## src/common/fhr_map.svh

```systemverilog
// Purpose: Constants for the fault history and reset block.
// Assumes: Classic Wishbone, 32-bit data, byte addresses.
// Notes:   Offsets are word aligned.
`ifndef FHR_MAP_SVH
`define FHR_MAP_SVH

// ==========================================================================
// Register offsets
`define FHR_OFF_STATUS       8'h00
`define FHR_OFF_CONTROL      8'h04
`define FHR_OFF_IRQ_STATUS   8'h08
`define FHR_OFF_IRQ_MASK     8'h0C
`define FHR_OFF_PASSWORD     8'h10
`define FHR_OFF_LOCK_PWD     8'h14
`define FHR_OFF_EDIT         8'h18
`define FHR_OFF_PARAM_VALUE  8'h1C
`define FHR_OFF_CMD_SNAP     8'h20
`define FHR_OFF_COND_SNAP    8'h24
`define FHR_OFF_RUN_HOURS    8'h28
`define FHR_OFF_GAP_HOURS    8'h2C
`define FHR_OFF_SNAP_BASE    8'h40
`define FHR_OFF_HIST_BASE    8'h80

// ==========================================================================
// Field positions and sizes
`define FHR_HIST_DEPTH       8
`define FHR_SNAP_WORDS       9
`define FHR_CODE_W           8
`define FHR_CTRL_RESTART_BIT 0
`define FHR_CTRL_LOCK_BIT    1
`define FHR_CTRL_BUSRST_BIT  2
`define FHR_CTRL_TERMRST_BIT 3
`define FHR_IRQ_FAULT_BIT    0
`define FHR_IRQ_CLEAR_BIT    1
`define FHR_IRQ_REJECT_BIT   2
`define FHR_IRQ_W            3
`define FHR_CONTROL_RESET    4'h0
`define FHR_PASSWORD_RESET   16'h0000
`define FHR_PARAM_RESET      16'h0000

`endif

```

## src/common/fhr_pkg.sv

```systemverilog
// Purpose: Types for the fault history and reset block.
// Assumes: Constants live in fhr_map.svh.
// Notes:   Digit fields are 4-bit decimal digits.
package fhr_pkg;

   // =======================================================================
   // Snapshot encodings, bus states and state record
   typedef enum logic [3:0] {
      FHR_MODE_VPH   = 4'h0,
      FHR_MODE_OLVS  = 4'h1,
      FHR_MODE_CLVS  = 4'h2,
      FHR_MODE_OLTQ  = 4'h3,
      FHR_MODE_CLTQ  = 4'h4,
      FHR_MODE_SEPVF = 4'h5
   } fhr_mode_type;

   typedef enum logic [3:0] {
      FHR_MOT_SHUT  = 4'h0,
      FHR_MOT_ACCEL = 4'h1,
      FHR_MOT_DECEL = 4'h2,
      FHR_MOT_REDUC = 4'h3,
      FHR_MOT_STEADY = 4'h4
   } fhr_motion_type;

   typedef enum logic [3:0] {
      FHR_SUP_NONE = 4'h0,
      FHR_SUP_OC   = 4'h1,
      FHR_SUP_OV   = 4'h2,
      FHR_SUP_UV   = 4'h3
   } fhr_supp_type;

   typedef enum {
      FHR_BUS_IDLE,
      FHR_BUS_ACK
   } fhr_bus_type;

   typedef struct packed {
      fhr_bus_type  bus;
      logic [31:0]  dat;
      logic [0:7][7:0]  hist;
      logic [0:8][15:0] snap;
      logic [15:0]  cmd_snap;
      logic [15:0]  cond_snap;
      logic [15:0]  run_hours;
      logic [15:0]  gap_hours;
      logic [15:0]  last_hours;
      logic         fault;
      logic         restart;
      logic [3:0]   control;
      logic [2:0]   irq_status;
      logic [2:0]   irq_mask;
      logic         irq;
      logic [15:0]  lock_pwd;
      logic [15:0]  entered;
      logic [15:0]  param;
      logic [15:0]  pending;
      logic [1:0]   stop_key_s;
      logic [1:0]   term_rst_s;
      logic [1:0]   term_run_s;
      logic [1:0]   ok_key_s;
      logic         stop_key_d;
      logic         term_rst_d;
      logic         ok_key_d;
   } fhr_state_type;

endpackage : fhr_pkg

```

## src/verilog/fhr_core.sv

```systemverilog
// Purpose: Fault history, fault snapshot, fault reset and parameter edit guard.
// Assumes: 50 MHz CLK; keypad and terminal pins are asynchronous.
// Notes:   Power cycling clears the fault through NRST.
// ==========================================================================
// How it works
// - Eight fault codes kept, newest first then seven older ones.
// - Snapshot of nine drive quantities captured at the newest fault.
// - Run hours at fault and hours between last two faults captured.
// - Command snapshot units digit: 0 stop, 1 run; upper digits zero.
// - Condition units digit holds control mode 0 to 5.
// - Condition tens digit holds motion state 0 to 4.
// - Condition hundreds digit: 0 motoring, 1 regenerating.
// - Condition thousands digit holds suppression 0 to 3.
// - Stop/reset key during a fault clears it; power cycle also clears.
// - Terminal reset input clears the fault when terminals command the drive.
// - Bus fault-reset command clears the fault when bus commands the drive.
// - Auto restart after supply dip only when restart enable is set.
// - Locked parameters reject edits until matching password entered.
// - Edited value commits only on OK key press.
// - Run-locked parameters refuse changes while the drive runs.
`timescale 1ns/1ns
`include "fhr_map.svh"

module fhr_core (
   input  wire logic                CLK,
   input  wire logic                NRST,
   input  wire logic                WB_CYC_I,
   input  wire logic                WB_STB_I,
   input  wire logic                WB_WE_I,
   input  wire logic [7:0]          WB_ADR_I,
   input  wire logic [3:0]          WB_SEL_I,
   input  wire logic [31:0]         WB_DAT_I,
   output logic      [31:0]         WB_DAT_O,
   output logic                     WB_ACK_O,
   output logic                     IRQ,
   input  wire logic                FAULT_EVENT,
   input  wire logic [7:0]          FAULT_CODE,
   input  wire logic [15:0]         OUT_CURRENT,
   input  wire logic [15:0]         OUT_VOLTAGE,
   input  wire logic [15:0]         MOTOR_SPEED,
   input  wire logic [15:0]         DC_BUS_VOLTAGE,
   input  wire logic [15:0]         OUT_TORQUE,
   input  wire logic [15:0]         TARGET_FREQ,
   input  wire logic [15:0]         OPER_FREQ,
   input  wire logic [15:0]         SYNC_FREQ,
   input  wire logic [15:0]         PEAK_TEMP,
   input  wire logic [15:0]         RUN_HOURS,
   input  wire logic                RUN_CMD,
   input  wire fhr_pkg::fhr_mode_type   CTRL_MODE,
   input  wire fhr_pkg::fhr_motion_type MOTION_STATE,
   input  wire logic                REGEN,
   input  wire fhr_pkg::fhr_supp_type   SUPPRESS,
   input  wire logic                CMD_FROM_TERMINAL,
   input  wire logic                CMD_FROM_BUS,
   input  wire logic                SUPPLY_DIP_END,
   input  wire logic                DRIVE_RUNNING,
   input  wire logic                STOP_KEY,
   input  wire logic                TERM_RESET_IN,
   input  wire logic                TERM_RUN_IN,
   input  wire logic                OK_KEY,
   input  wire logic                PARAM_RUN_LOCKED,
   output logic                     FAULT_ACTIVE,
   output logic                     AUTO_RESTART,
   output logic      [15:0]         PARAM_VALUE
);
   import fhr_pkg::*;

   fhr_state_type s_reg;
   fhr_state_type s_next;

   // =======================================================================
   // Helpers
   function automatic logic hit(input logic [7:0] adr, input logic [7:0] off);
      hit = (adr == off);
   endfunction : hit

   function automatic logic [3:0] w1c(input logic [3:0] cur, input logic [3:0] clr,
                                      input logic [3:0] set);
      w1c = (cur & ~clr) | set;
   endfunction : w1c

   logic        wb_req;
   logic        wb_wr;
   logic        stop_rise;
   logic        term_rise;
   logic        ok_rise;
   logic        edit_ok;
   logic        clr_key;
   logic        clr_term;
   logic        clr_bus;
   logic        fault_clear;
   logic [2:0]  irq_set;
   logic [31:0] rd;
   logic [3:0]  stat_w;

   always_comb begin
      s_next      = s_reg;
      // Writes land at the edge where the master sees ack high
      wb_req      = WB_CYC_I && WB_STB_I && (s_reg.bus == FHR_BUS_ACK);
      wb_wr       = wb_req && WB_WE_I && WB_SEL_I[0];
      stop_rise   = s_reg.stop_key_s[1] && !s_reg.stop_key_d;
      term_rise   = s_reg.term_rst_s[1] && !s_reg.term_rst_d;
      ok_rise     = s_reg.ok_key_s[1] && !s_reg.ok_key_d;
      // Keypad stop during a displayed fault
      clr_key     = stop_rise && s_reg.fault;
      // Terminal reset counts only once the run terminal is released
      clr_term    = term_rise && CMD_FROM_TERMINAL && s_reg.control[`FHR_CTRL_TERMRST_BIT]
                    && !s_reg.term_run_s[1];
      clr_bus     = wb_wr && hit(WB_ADR_I, `FHR_OFF_CONTROL)
                    && WB_DAT_I[`FHR_CTRL_BUSRST_BIT] && CMD_FROM_BUS;
      fault_clear = s_reg.fault && (clr_key || clr_term || clr_bus);
      // Locked unless the entered password matches
      edit_ok     = (!s_reg.control[`FHR_CTRL_LOCK_BIT]
                     || (s_reg.entered == s_reg.lock_pwd))
                    && !(PARAM_RUN_LOCKED && DRIVE_RUNNING);
      irq_set     = 3'h0;
      rd          = 32'h0000_0000;
      stat_w      = 4'h0;

      // Synchronisers, first stage feeds only the second
      s_next.stop_key_s = {s_reg.stop_key_s[0], STOP_KEY};
      s_next.term_rst_s = {s_reg.term_rst_s[0], TERM_RESET_IN};
      s_next.term_run_s = {s_reg.term_run_s[0], TERM_RUN_IN};
      s_next.ok_key_s   = {s_reg.ok_key_s[0], OK_KEY};
      s_next.stop_key_d = s_reg.stop_key_s[1];
      s_next.term_rst_d = s_reg.term_rst_s[1];
      s_next.ok_key_d   = s_reg.ok_key_s[1];

      // ====================================================================
      // Fault capture
      if (fault_clear) begin
         s_next.fault = 1'b0;
         irq_set[`FHR_IRQ_CLEAR_BIT] = 1'b1;
      end
      if (FAULT_EVENT) begin
         s_next.fault = 1'b1;
         irq_set[`FHR_IRQ_FAULT_BIT] = 1'b1;
         for (int i = `FHR_HIST_DEPTH - 1; i > 0; i--) begin
            s_next.hist[i] = s_reg.hist[i-1];
         end
         s_next.hist[0]   = FAULT_CODE;
         s_next.snap[0]   = OUT_CURRENT;
         s_next.snap[1]   = OUT_VOLTAGE;
         s_next.snap[2]   = MOTOR_SPEED;
         s_next.snap[3]   = DC_BUS_VOLTAGE;
         s_next.snap[4]   = OUT_TORQUE;
         s_next.snap[5]   = TARGET_FREQ;
         s_next.snap[6]   = OPER_FREQ;
         s_next.snap[7]   = SYNC_FREQ;
         s_next.snap[8]   = PEAK_TEMP;
         s_next.run_hours = RUN_HOURS;
         s_next.gap_hours = 16'(RUN_HOURS - s_reg.last_hours);
         s_next.last_hours = RUN_HOURS;
         s_next.cmd_snap  = {12'h000, 3'h0, RUN_CMD};
         s_next.cond_snap = {SUPPRESS,
                             {3'h0, REGEN},
                             MOTION_STATE,
                             CTRL_MODE};
      end

      // Restart after supply dip only when enabled
      s_next.restart = SUPPLY_DIP_END && s_reg.control[`FHR_CTRL_RESTART_BIT]
                       && !s_reg.fault;

      // ====================================================================
      // Parameter edit: commit on OK only
      if (ok_rise) begin
         if (edit_ok) begin
            s_next.param = s_reg.pending;
         end else begin
            irq_set[`FHR_IRQ_REJECT_BIT] = 1'b1;
         end
      end

      // ====================================================================
      // Wishbone slave, one wait state then ack
      if (hit(WB_ADR_I, `FHR_OFF_STATUS)) begin
         rd = {30'h0, s_reg.restart, s_reg.fault};
      end else if (hit(WB_ADR_I, `FHR_OFF_CONTROL)) begin
         rd = {28'h0, s_reg.control & 4'hB};
      end else if (hit(WB_ADR_I, `FHR_OFF_IRQ_STATUS)) begin
         rd = {29'h0, s_reg.irq_status};
      end else if (hit(WB_ADR_I, `FHR_OFF_IRQ_MASK)) begin
         rd = {29'h0, s_reg.irq_mask};
      end else if (hit(WB_ADR_I, `FHR_OFF_EDIT)) begin
         rd = {16'h0, s_reg.pending};
      end else if (hit(WB_ADR_I, `FHR_OFF_PARAM_VALUE)) begin
         rd = {16'h0, s_reg.param};
      end else if (hit(WB_ADR_I, `FHR_OFF_CMD_SNAP)) begin
         rd = {16'h0, s_reg.cmd_snap};
      end else if (hit(WB_ADR_I, `FHR_OFF_COND_SNAP)) begin
         rd = {16'h0, s_reg.cond_snap};
      end else if (hit(WB_ADR_I, `FHR_OFF_RUN_HOURS)) begin
         rd = {16'h0, s_reg.run_hours};
      end else if (hit(WB_ADR_I, `FHR_OFF_GAP_HOURS)) begin
         rd = {16'h0, s_reg.gap_hours};
      end else begin
         for (int j = 0; j < `FHR_SNAP_WORDS; j++) begin
            if (WB_ADR_I == 8'(`FHR_OFF_SNAP_BASE + 4 * j)) begin
               rd = {16'h0, s_reg.snap[j]};
            end
         end
         for (int k = 0; k < `FHR_HIST_DEPTH; k++) begin
            if (WB_ADR_I == 8'(`FHR_OFF_HIST_BASE + 4 * k)) begin
               rd = {24'h0, s_reg.hist[k]};
            end
         end
      end

      unique case (s_reg.bus)
         FHR_BUS_IDLE: begin
            if (WB_CYC_I && WB_STB_I) begin
               s_next.bus = FHR_BUS_ACK;
               s_next.dat = WB_WE_I ? 32'h0000_0000 : rd;
            end
         end
         FHR_BUS_ACK: begin
            s_next.bus = FHR_BUS_IDLE;
            s_next.dat = 32'h0000_0000;
         end
      endcase

      if (wb_wr) begin
         if (hit(WB_ADR_I, `FHR_OFF_CONTROL)) begin
            s_next.control = WB_DAT_I[3:0] & 4'hB;
         end
         if (hit(WB_ADR_I, `FHR_OFF_IRQ_MASK)) begin
            s_next.irq_mask = WB_DAT_I[2:0];
         end
         if (hit(WB_ADR_I, `FHR_OFF_IRQ_STATUS)) begin
            stat_w = {1'b0, WB_DAT_I[2:0]};
         end
      end
      if (wb_req && WB_WE_I && (WB_SEL_I[1:0] == 2'h3)) begin
         if (hit(WB_ADR_I, `FHR_OFF_PASSWORD)) begin
            s_next.entered = WB_DAT_I[15:0];
         end
         if (hit(WB_ADR_I, `FHR_OFF_LOCK_PWD) && edit_ok) begin
            s_next.lock_pwd = WB_DAT_I[15:0];
         end
         if (hit(WB_ADR_I, `FHR_OFF_EDIT)) begin
            s_next.pending = WB_DAT_I[15:0];
         end
      end

      // Set beats clear in the same cycle
      s_next.irq_status = 3'(w1c({1'b0, s_reg.irq_status}, stat_w, {1'b0, irq_set}));
      s_next.irq        = |(s_next.irq_status & s_next.irq_mask);
   end

   // =======================================================================
   // State register
   always_ff @(posedge CLK or negedge NRST) begin
      if (!NRST) begin
         s_reg.bus        <= FHR_BUS_IDLE;
         s_reg.dat        <= 32'h0000_0000;
         s_reg.hist       <= '0;
         s_reg.snap       <= '0;
         s_reg.cmd_snap   <= 16'h0000;
         s_reg.cond_snap  <= 16'h0000;
         s_reg.run_hours  <= 16'h0000;
         s_reg.gap_hours  <= 16'h0000;
         s_reg.last_hours <= 16'h0000;
         s_reg.fault      <= 1'b0;
         s_reg.restart    <= 1'b0;
         s_reg.control    <= `FHR_CONTROL_RESET;
         s_reg.irq_status <= 3'h0;
         s_reg.irq_mask   <= 3'h0;
         s_reg.irq        <= 1'b0;
         s_reg.lock_pwd   <= `FHR_PASSWORD_RESET;
         s_reg.entered    <= `FHR_PASSWORD_RESET;
         s_reg.param      <= `FHR_PARAM_RESET;
         s_reg.pending    <= `FHR_PARAM_RESET;
         s_reg.stop_key_s <= 2'h0;
         s_reg.term_rst_s <= 2'h0;
         s_reg.term_run_s <= 2'h0;
         s_reg.ok_key_s   <= 2'h0;
         s_reg.stop_key_d <= 1'b0;
         s_reg.term_rst_d <= 1'b0;
         s_reg.ok_key_d   <= 1'b0;
      end else begin
         s_reg <= s_next;
      end
   end

   // =======================================================================
   // Outputs straight from flops
   assign WB_DAT_O     = s_reg.dat;
   assign WB_ACK_O     = (s_reg.bus == FHR_BUS_ACK);
   assign IRQ          = s_reg.irq;
   assign FAULT_ACTIVE = s_reg.fault;
   assign AUTO_RESTART = s_reg.restart;
   assign PARAM_VALUE  = s_reg.param;

endmodule : fhr_core

```

## config.mk

```make
export PLATFORM = sky130hd
export DESIGN_NAME = fhr_core
export DESIGN_NICKNAME = d
export VERILOG_FILES = /design/src/common/fhr_pkg.sv /design/src/verilog/fhr_core.sv
export VERILOG_INCLUDE_DIRS = /design/src /design/src/common
export SDC_FILE = /design/constraint.sdc
export NUM_CORES = 1
export LEC_CHECK = 0
export ABC_AREA = 1
export BUFFER_PORTS_ARGS = -buffer_cell sky130_fd_sc_hd__buf_4
export CAP_MARGIN = 20
export CELL_PAD_IN_SITES_DETAIL_PLACEMENT = 2
export CELL_PAD_IN_SITES_GLOBAL_PLACEMENT = 2
export CORE_UTILIZATION = 33
export CTS_CLUSTER_DIAMETER = 200
export DETAILED_ROUTE_END_ITERATION = 16
export HOLD_SLACK_MARGIN = 0.06
export PLACE_DENSITY_LB_ADDON = 0.1
export SYNTH_ARGS = -nofsm -noshare
export SYNTH_HDL_FRONTEND = slang
export SYNTH_SLANG_ARGS = --single-unit
```

## constraint.sdc

```tcl
create_clock -name CLK -period 3.2 [get_ports CLK]
set_clock_uncertainty 0.05 [all_clocks]
set_input_delay 0.8 -clock CLK [delete_from_list [all_inputs] [get_ports CLK]]
set_output_delay 0.8 -clock CLK [all_outputs]
set_load 0.05 [all_outputs]
```

Word-level counts from Yosys, hierarchy flattened. Cells that the tools add are included.

Word-level logic and storage cells: 158. Output and inout bits: 52. Register bits: 405. Input port bits: 241.

Muxes and demuxes: 40. Bitwise operators: 4. Equal/unequal tests: 33. Reductions and logical operators: 40. Add/subtract/negate cells: 1.

Operators by type and width (number): two-way mux 32 bit (26); one-hot mux 64 bit (2 select lines) (1); == test 8 x 7 -> 1 bit, second input constant (9); == test 8 bit, second input constant (8); two-way mux 64 bit (1); == test 32 x 1 -> 1 bit, second input constant (1); == test 32 x 2 -> 1 bit, second input constant (1); == test 8 x 5 -> 1 bit, second input constant (4); == test 8 x 6 -> 1 bit, second input constant (4); logical NOT 32 bit (1); two-way mux 16 bit (2); logical AND 1 bit (21); == test 16 bit (1); == test 8 x 4 -> 1 bit, second input constant (2); subtractor 16 bit (1); two-way mux 3 bit (4); AND reduction 2 bit (5); == test 8 x 3 -> 1 bit, second input constant (1); logical NOT 8 bit (1); logical NOT 1 bit (7); bitwise AND 3 bit (2); two-way mux 1 bit (6); logical OR 1 bit (3); inverter 3 bit (1); 5 further kinds (5).

Logic depth before layout (Yosys ltp).
Word-level depth: 31. Mapped depth: 22. Mapped depth without buffers: 22.

Least setup slack after synthesis. Ideal clock, no wire load.

Path type: input port to flip-flop. Start: input RUN_HOURS[0]. End: register s_reg[118] (netlist bit). Buffers on the path: 0. Library setup time: 0.131 ns. Setup slack: 0.310 ns. Arrival time: 2.709 ns. Cell stages on the path: 18. Data required time: 3.019 ns. Path through: inv_1 > ha_1 > fa_1 > inv_1 > nand3_1 > nand2_1 > nand2_1 > nand2_1 > a21oi_2 > o21ai_1 > a21o_1 > a21oi_1 > o21ai_1 > a21oi_1 > nor2_1 > nor2_1 > xor2_1 > o21ai_1.

Word-level cells in the longest chain between the ends: 1.

Ends and longest elaborated chain: start, declared (line fhr_core.sv:47) `input wire logic [15:0] RUN_HOURS,`; subtractor 16 bit (line fhr_core.sv:152) `s_next.gap_hours = 16'(RUN_HOURS - s_reg.last_hours);`; end, declared (line fhr_core.sv:68) `fhr_state_type s_reg;`.

Every way passes these cells. A chain may end at the register's enable or synchronous reset.

Final worst setup path.
Start: input WB_ADR_I[0]. End: register s_reg, in the netlist WB_DAT_O[15].

Word-level cells in the longest chain between the ends: 31. Elaborated cells between the ends (all ways): 57. Classes of those cells: eq/ne (26); mux (30); reduce/logical (1).

Ends and longest elaborated chain: start, declared (line fhr_core.sv:30) `input wire logic [7:0] WB_ADR_I,`; == test 8 x 7 -> 1 bit (line fhr_core.sv:199) `` if (WB_ADR_I == 8'(`FHR_OFF_SNAP_BASE + 4 * j)) begin ``; two-way mux 16 bit (2 in series) (line fhr_core.sv:199); two-way mux 32 bit (7 in series) (line fhr_core.sv:199); two-way mux 32 bit (8 in series) (line fhr_core.sv:204) `` if (WB_ADR_I == 8'(`FHR_OFF_HIST_BASE + 4 * k)) begin ``; two-way mux 32 bit (line fhr_core.sv:195) `` end else if (hit(WB_ADR_I, `FHR_OFF_GAP_HOURS)) begin ``; two-way mux 32 bit (line fhr_core.sv:193) `` end else if (hit(WB_ADR_I, `FHR_OFF_RUN_HOURS)) begin ``; two-way mux 32 bit (line fhr_core.sv:191) `` end else if (hit(WB_ADR_I, `FHR_OFF_COND_SNAP)) begin ``; two-way mux 32 bit (line fhr_core.sv:189) `` end else if (hit(WB_ADR_I, `FHR_OFF_CMD_SNAP)) begin ``; two-way mux 32 bit (line fhr_core.sv:187) `` end else if (hit(WB_ADR_I, `FHR_OFF_PARAM_VALUE)) begin ``; two-way mux 32 bit (line fhr_core.sv:185) `` end else if (hit(WB_ADR_I, `FHR_OFF_EDIT)) begin ``; two-way mux 32 bit (line fhr_core.sv:183) `` end else if (hit(WB_ADR_I, `FHR_OFF_IRQ_MASK)) begin ``; two-way mux 32 bit (line fhr_core.sv:181) `` end else if (hit(WB_ADR_I, `FHR_OFF_IRQ_STATUS)) begin ``; two-way mux 32 bit (line fhr_core.sv:179) `` end else if (hit(WB_ADR_I, `FHR_OFF_CONTROL)) begin ``; two-way mux 32 bit * (line fhr_core.sv:177) `` if (hit(WB_ADR_I, `FHR_OFF_STATUS)) begin ``; two-way mux 32 bit * (line fhr_core.sv:214) `s_next.dat = WB_WE_I ? 32'h0000_0000 : rd;`; two-way mux 64 bit * (line fhr_core.sv:212) `if (WB_CYC_I && WB_STB_I) begin`; one-hot mux 64 bit (2 select lines) * (line fhr_core.sv:210) `unique case (s_reg.bus)`.

Mark *: on every way between the ends. The rest lies on a longest branch, timed or not. The select of a mux whose other input is x is not followed.

==> results.ini <==
[critical_path]
criticalPathCategory = input pin to register
cp_max_fo = 9
cp-startpoint = WB_ADR_I[0]
critical-path-slowest-cell = o32ai_1
end_kind = register
worstPathArrival_ns = 3.46
crit_chain = buf_4 -> inv_1 -> nand2_2 -> nor2_2 -> nand2_1 -> buf_12 -> buf_4 -> o22ai_1 -> a21oi_1 -> o21ai_0 -> o32ai_1 -> buf_4 -> o211ai_1 -> o21ai_1 -> o2111ai_1 -> o21ai_1 -> nand2_1 -> nand2_1 -> nand2_1
crit_path_frequent_cell = nand2_1
required_ns = 3.60
startpoint_type = input pin
reg2reg_from = s_reg[88]$_DFFE_PN0P_
slowest_delay_ns = 0.30

[placement]
dp_hpwl_um = 47200
placed_cell_area_mm2 = 0.0201
io_buffers = 258
gp_congestion = 0.824
place_inst = 3024

[sta]
hold_viol_final = 0
rsz0062_at_grt = false
finalCriticalPeriod_ns = 3.06
max-slew-margin-rel = 0.554
min_period_over_period = 0.956
drv_slew = 0
setup_violations = 0
max_slew.worst_pin.slew_ns = 0.668
fmax_mhz = 327
finalSetupTns_ns = 0

[synthesis]
async_reset_ff_frac = 1.00
synth_top_area_frac = 0.532
synth_top_area_cell = dfrtp_1
yosys_warnings = 0
ys_ff_latch = 358
avgSynthCellArea_um2 = 8.07
synth_cell_type_count = 44
ys_seq_area_frac = 0.532
synth_area_mm2 = 0.0168
synth_area_leaders = dfrtp_1 53%, nand2_1 17%, o21ai_0 8.5%
ys.flop_type = dfrtp_1
synth_edf_count = 0
postSynthCellCount = 2087

[cts]
cts_hold_buf = 0
cts_inserted_buffers = 42
clock-sinks = 358
cts_resized = 0
root_buffer = clkbuf_16
htreeDepth = 2
path_clk_slew_ns = 0.06
cts_buffer_depth = 3
cts_setup_buffers = 0
cts_tree = built
clk-insertion-delay-late_ns = 0.58

[grt]
grt_max_degree = 154
track_usage = 0.245
antenna_found_initial = 2
first_global_vias = 16900
overflow = 0
grt_pass1_wl_um = 98400

[die]
die_y_um = 228
die_w_um = 228
io_pins = 293
start_util = 0.335
coreArea_mm2 = 0.0503
dieArea_mm2 = 0.0519
rows = 82

[finish]
fin_nets = 2653
multi_input_area_mm2 = 0.00630
stdcell_area_mm2 = 0.0215
ff_latch_area_mm2 = 0.00896
drive_above_1_share = 0.200
fillers = 5760
largest_reg_flops = 316
area_growth_pct = 27.7
instances_no_fill = 3103

[routing]
drc_errors = 0
routedWlPerCell_um = 20.4
postRouteAntennaNets = 0
dr.pass1.iters = 6
vias_per_cell = 4.88
num_vias = 15100
drt-total-wl_um = 63200
initialDrtViolationCount = 770

[power_and_ir_drop]
vdd_drop_max_uv = 297
leakage_nw = 10.8
power_density_mw_per_mm2 = 530

[hold_path]
hold_path_class = input pin to asynchronous set/reset pin

[run_status]
run_status = complete, no violations

[job]
max_cap_violations = 0

[final timing paths]
check,slack [ns],cells past startpoint,end
worst min register to register,0.30,0,s_next[0]$_DFF_PN0_
worst max-delay path,0.14,19,WB_DAT_O[15]$_DFFE_PN0P_
worst max register to register,0.42,17,s_reg[118]$_DFFE_PN0P_
worst min-delay path,0.13,1,s_reg[256]$_DFFE_PN0P_
min in group CLK,0.29,1,s_next[4]$_DFF_PN0_
max in group asynchronous,1.99,2,s_reg[239]$_DFFE_PN0P_
[cell usage after synthesis, types with 2 or more instances]
cell type,number
a21oi_1,62
a221oi_1,4
a32o_1,2
buf_1,2
buf_2,6
buf_4,49
clkbuf_1,74
clkinv_1,3
dfrtp_1,358
ha_1,15
inv_1,242
inv_2,9
mux2_2,2
nand2_1,740
nand2_2,5
nand3_1,25
nand3b_1,5
nand4_1,24
nor2_1,50
nor2_2,5
nor2_4,6
nor3_1,5
o2111ai_1,15
o211ai_1,10
o21ai_0,287
o21ai_1,22
o221ai_1,4
o22ai_1,15
o31ai_1,2
or2_2,5
xnor2_1,14
xor2_1,8
[cell type report]
class,count,share of cell area
Tap cell,672,0.0391
Clock inverter,13,0.00704
Timing Repair Buffer,381,0.140
Multi-Input combinational cell,1359,0.293
Inverter,254,0.0445
Clock buffer,64,0.0593
Sequential cell,358,0.417
Antenna cell,2,0.000233
[routing by layer]
layer  up-vias  wire (um)  track usage
li1       7179          -            -
met1      7654      28800        0.328
met2       237      31000        0.415
met3        79       1940       0.0276
met4         0       1530       0.0751
met5         -          0            0
[cell usage in the layout (no fill, tap or decap), types with 5 or more instances in the layout]
cell type	synthesis	final
conb_1	1	16
xnor2_1	14	14
inv_2	9	9
inv_1	242	242
o211ai_1	10	10
clkbuf_8	0	12
nand3_1	25	25
o2111ai_1	15	15
clkinv_2	0	6
buf_12	0	11
clkbuf_1	74	9
clkbuf_16	0	43
a21oi_1	62	62
o22ai_1	15	15
nand2_1	740	740
nand4_1	24	24
o21ai_1	22	23
o21ai_0	287	285
or2_2	5	5
nand2_2	5	5
nor2_2	5	5
dfrtp_1	358	358
ha_1	15	15
nor3_1	5	5
nand3b_1	5	5
xor2_1	8	8
nor2_4	6	6
nor2_1	50	50
buf_4	49	368
[power breakdown]
| group | internal [W] | leakage (nW) | switching, W |
|---|---|---|---|
| Combinational | 0.000483 | 5.54 | 0.000822 |
| Clock | 0.00299 | 0.698 | 0.00200 |
| Sequential | 0.00489 | 4.54 | 0.000204 |
[critical path: cells and delay by family]
family                 cells  cell delay (ns)
buffers and inverters      5             0.57
AO/OA/AOI/OAI              8             1.39
AND/OR/NAND/NOR            6             0.70
[cell families (layout without fill, tap and decap cells)]
family | Yosys count | count (layout) | synth area share
simple gates | 873 | 873 | 0.208
compound gates | 430 | 430 | 0.138
buf+inv | 385 | 712 | 0.0972
flops | 358 | 358 | 0.532
xor+xnor | 22 | 22 | 0.0114
fa+ha+maj | 16 | 16 | 0.0123
mux | 2 | 2 | 0.00134
other cells | 1 | 18 | 0.000223
[metrics by stage]
step	util	power, W	hold slack (ns)	setup slack, ns
final	0.428	0.0114	0.127	0.139
after global routing	0.428	0.0119	0.142	0.00111
after CTS	0.427	0.0115	0.131	0.0869
after detailed placement	0.399	0.00648	0.286	-0.514
after global placement	0.399	0.00640	0.285	-0.385
after floorplan	-	0.00576	0.281	0.310
Note: power is estimated with default switching activity, not from simulation.
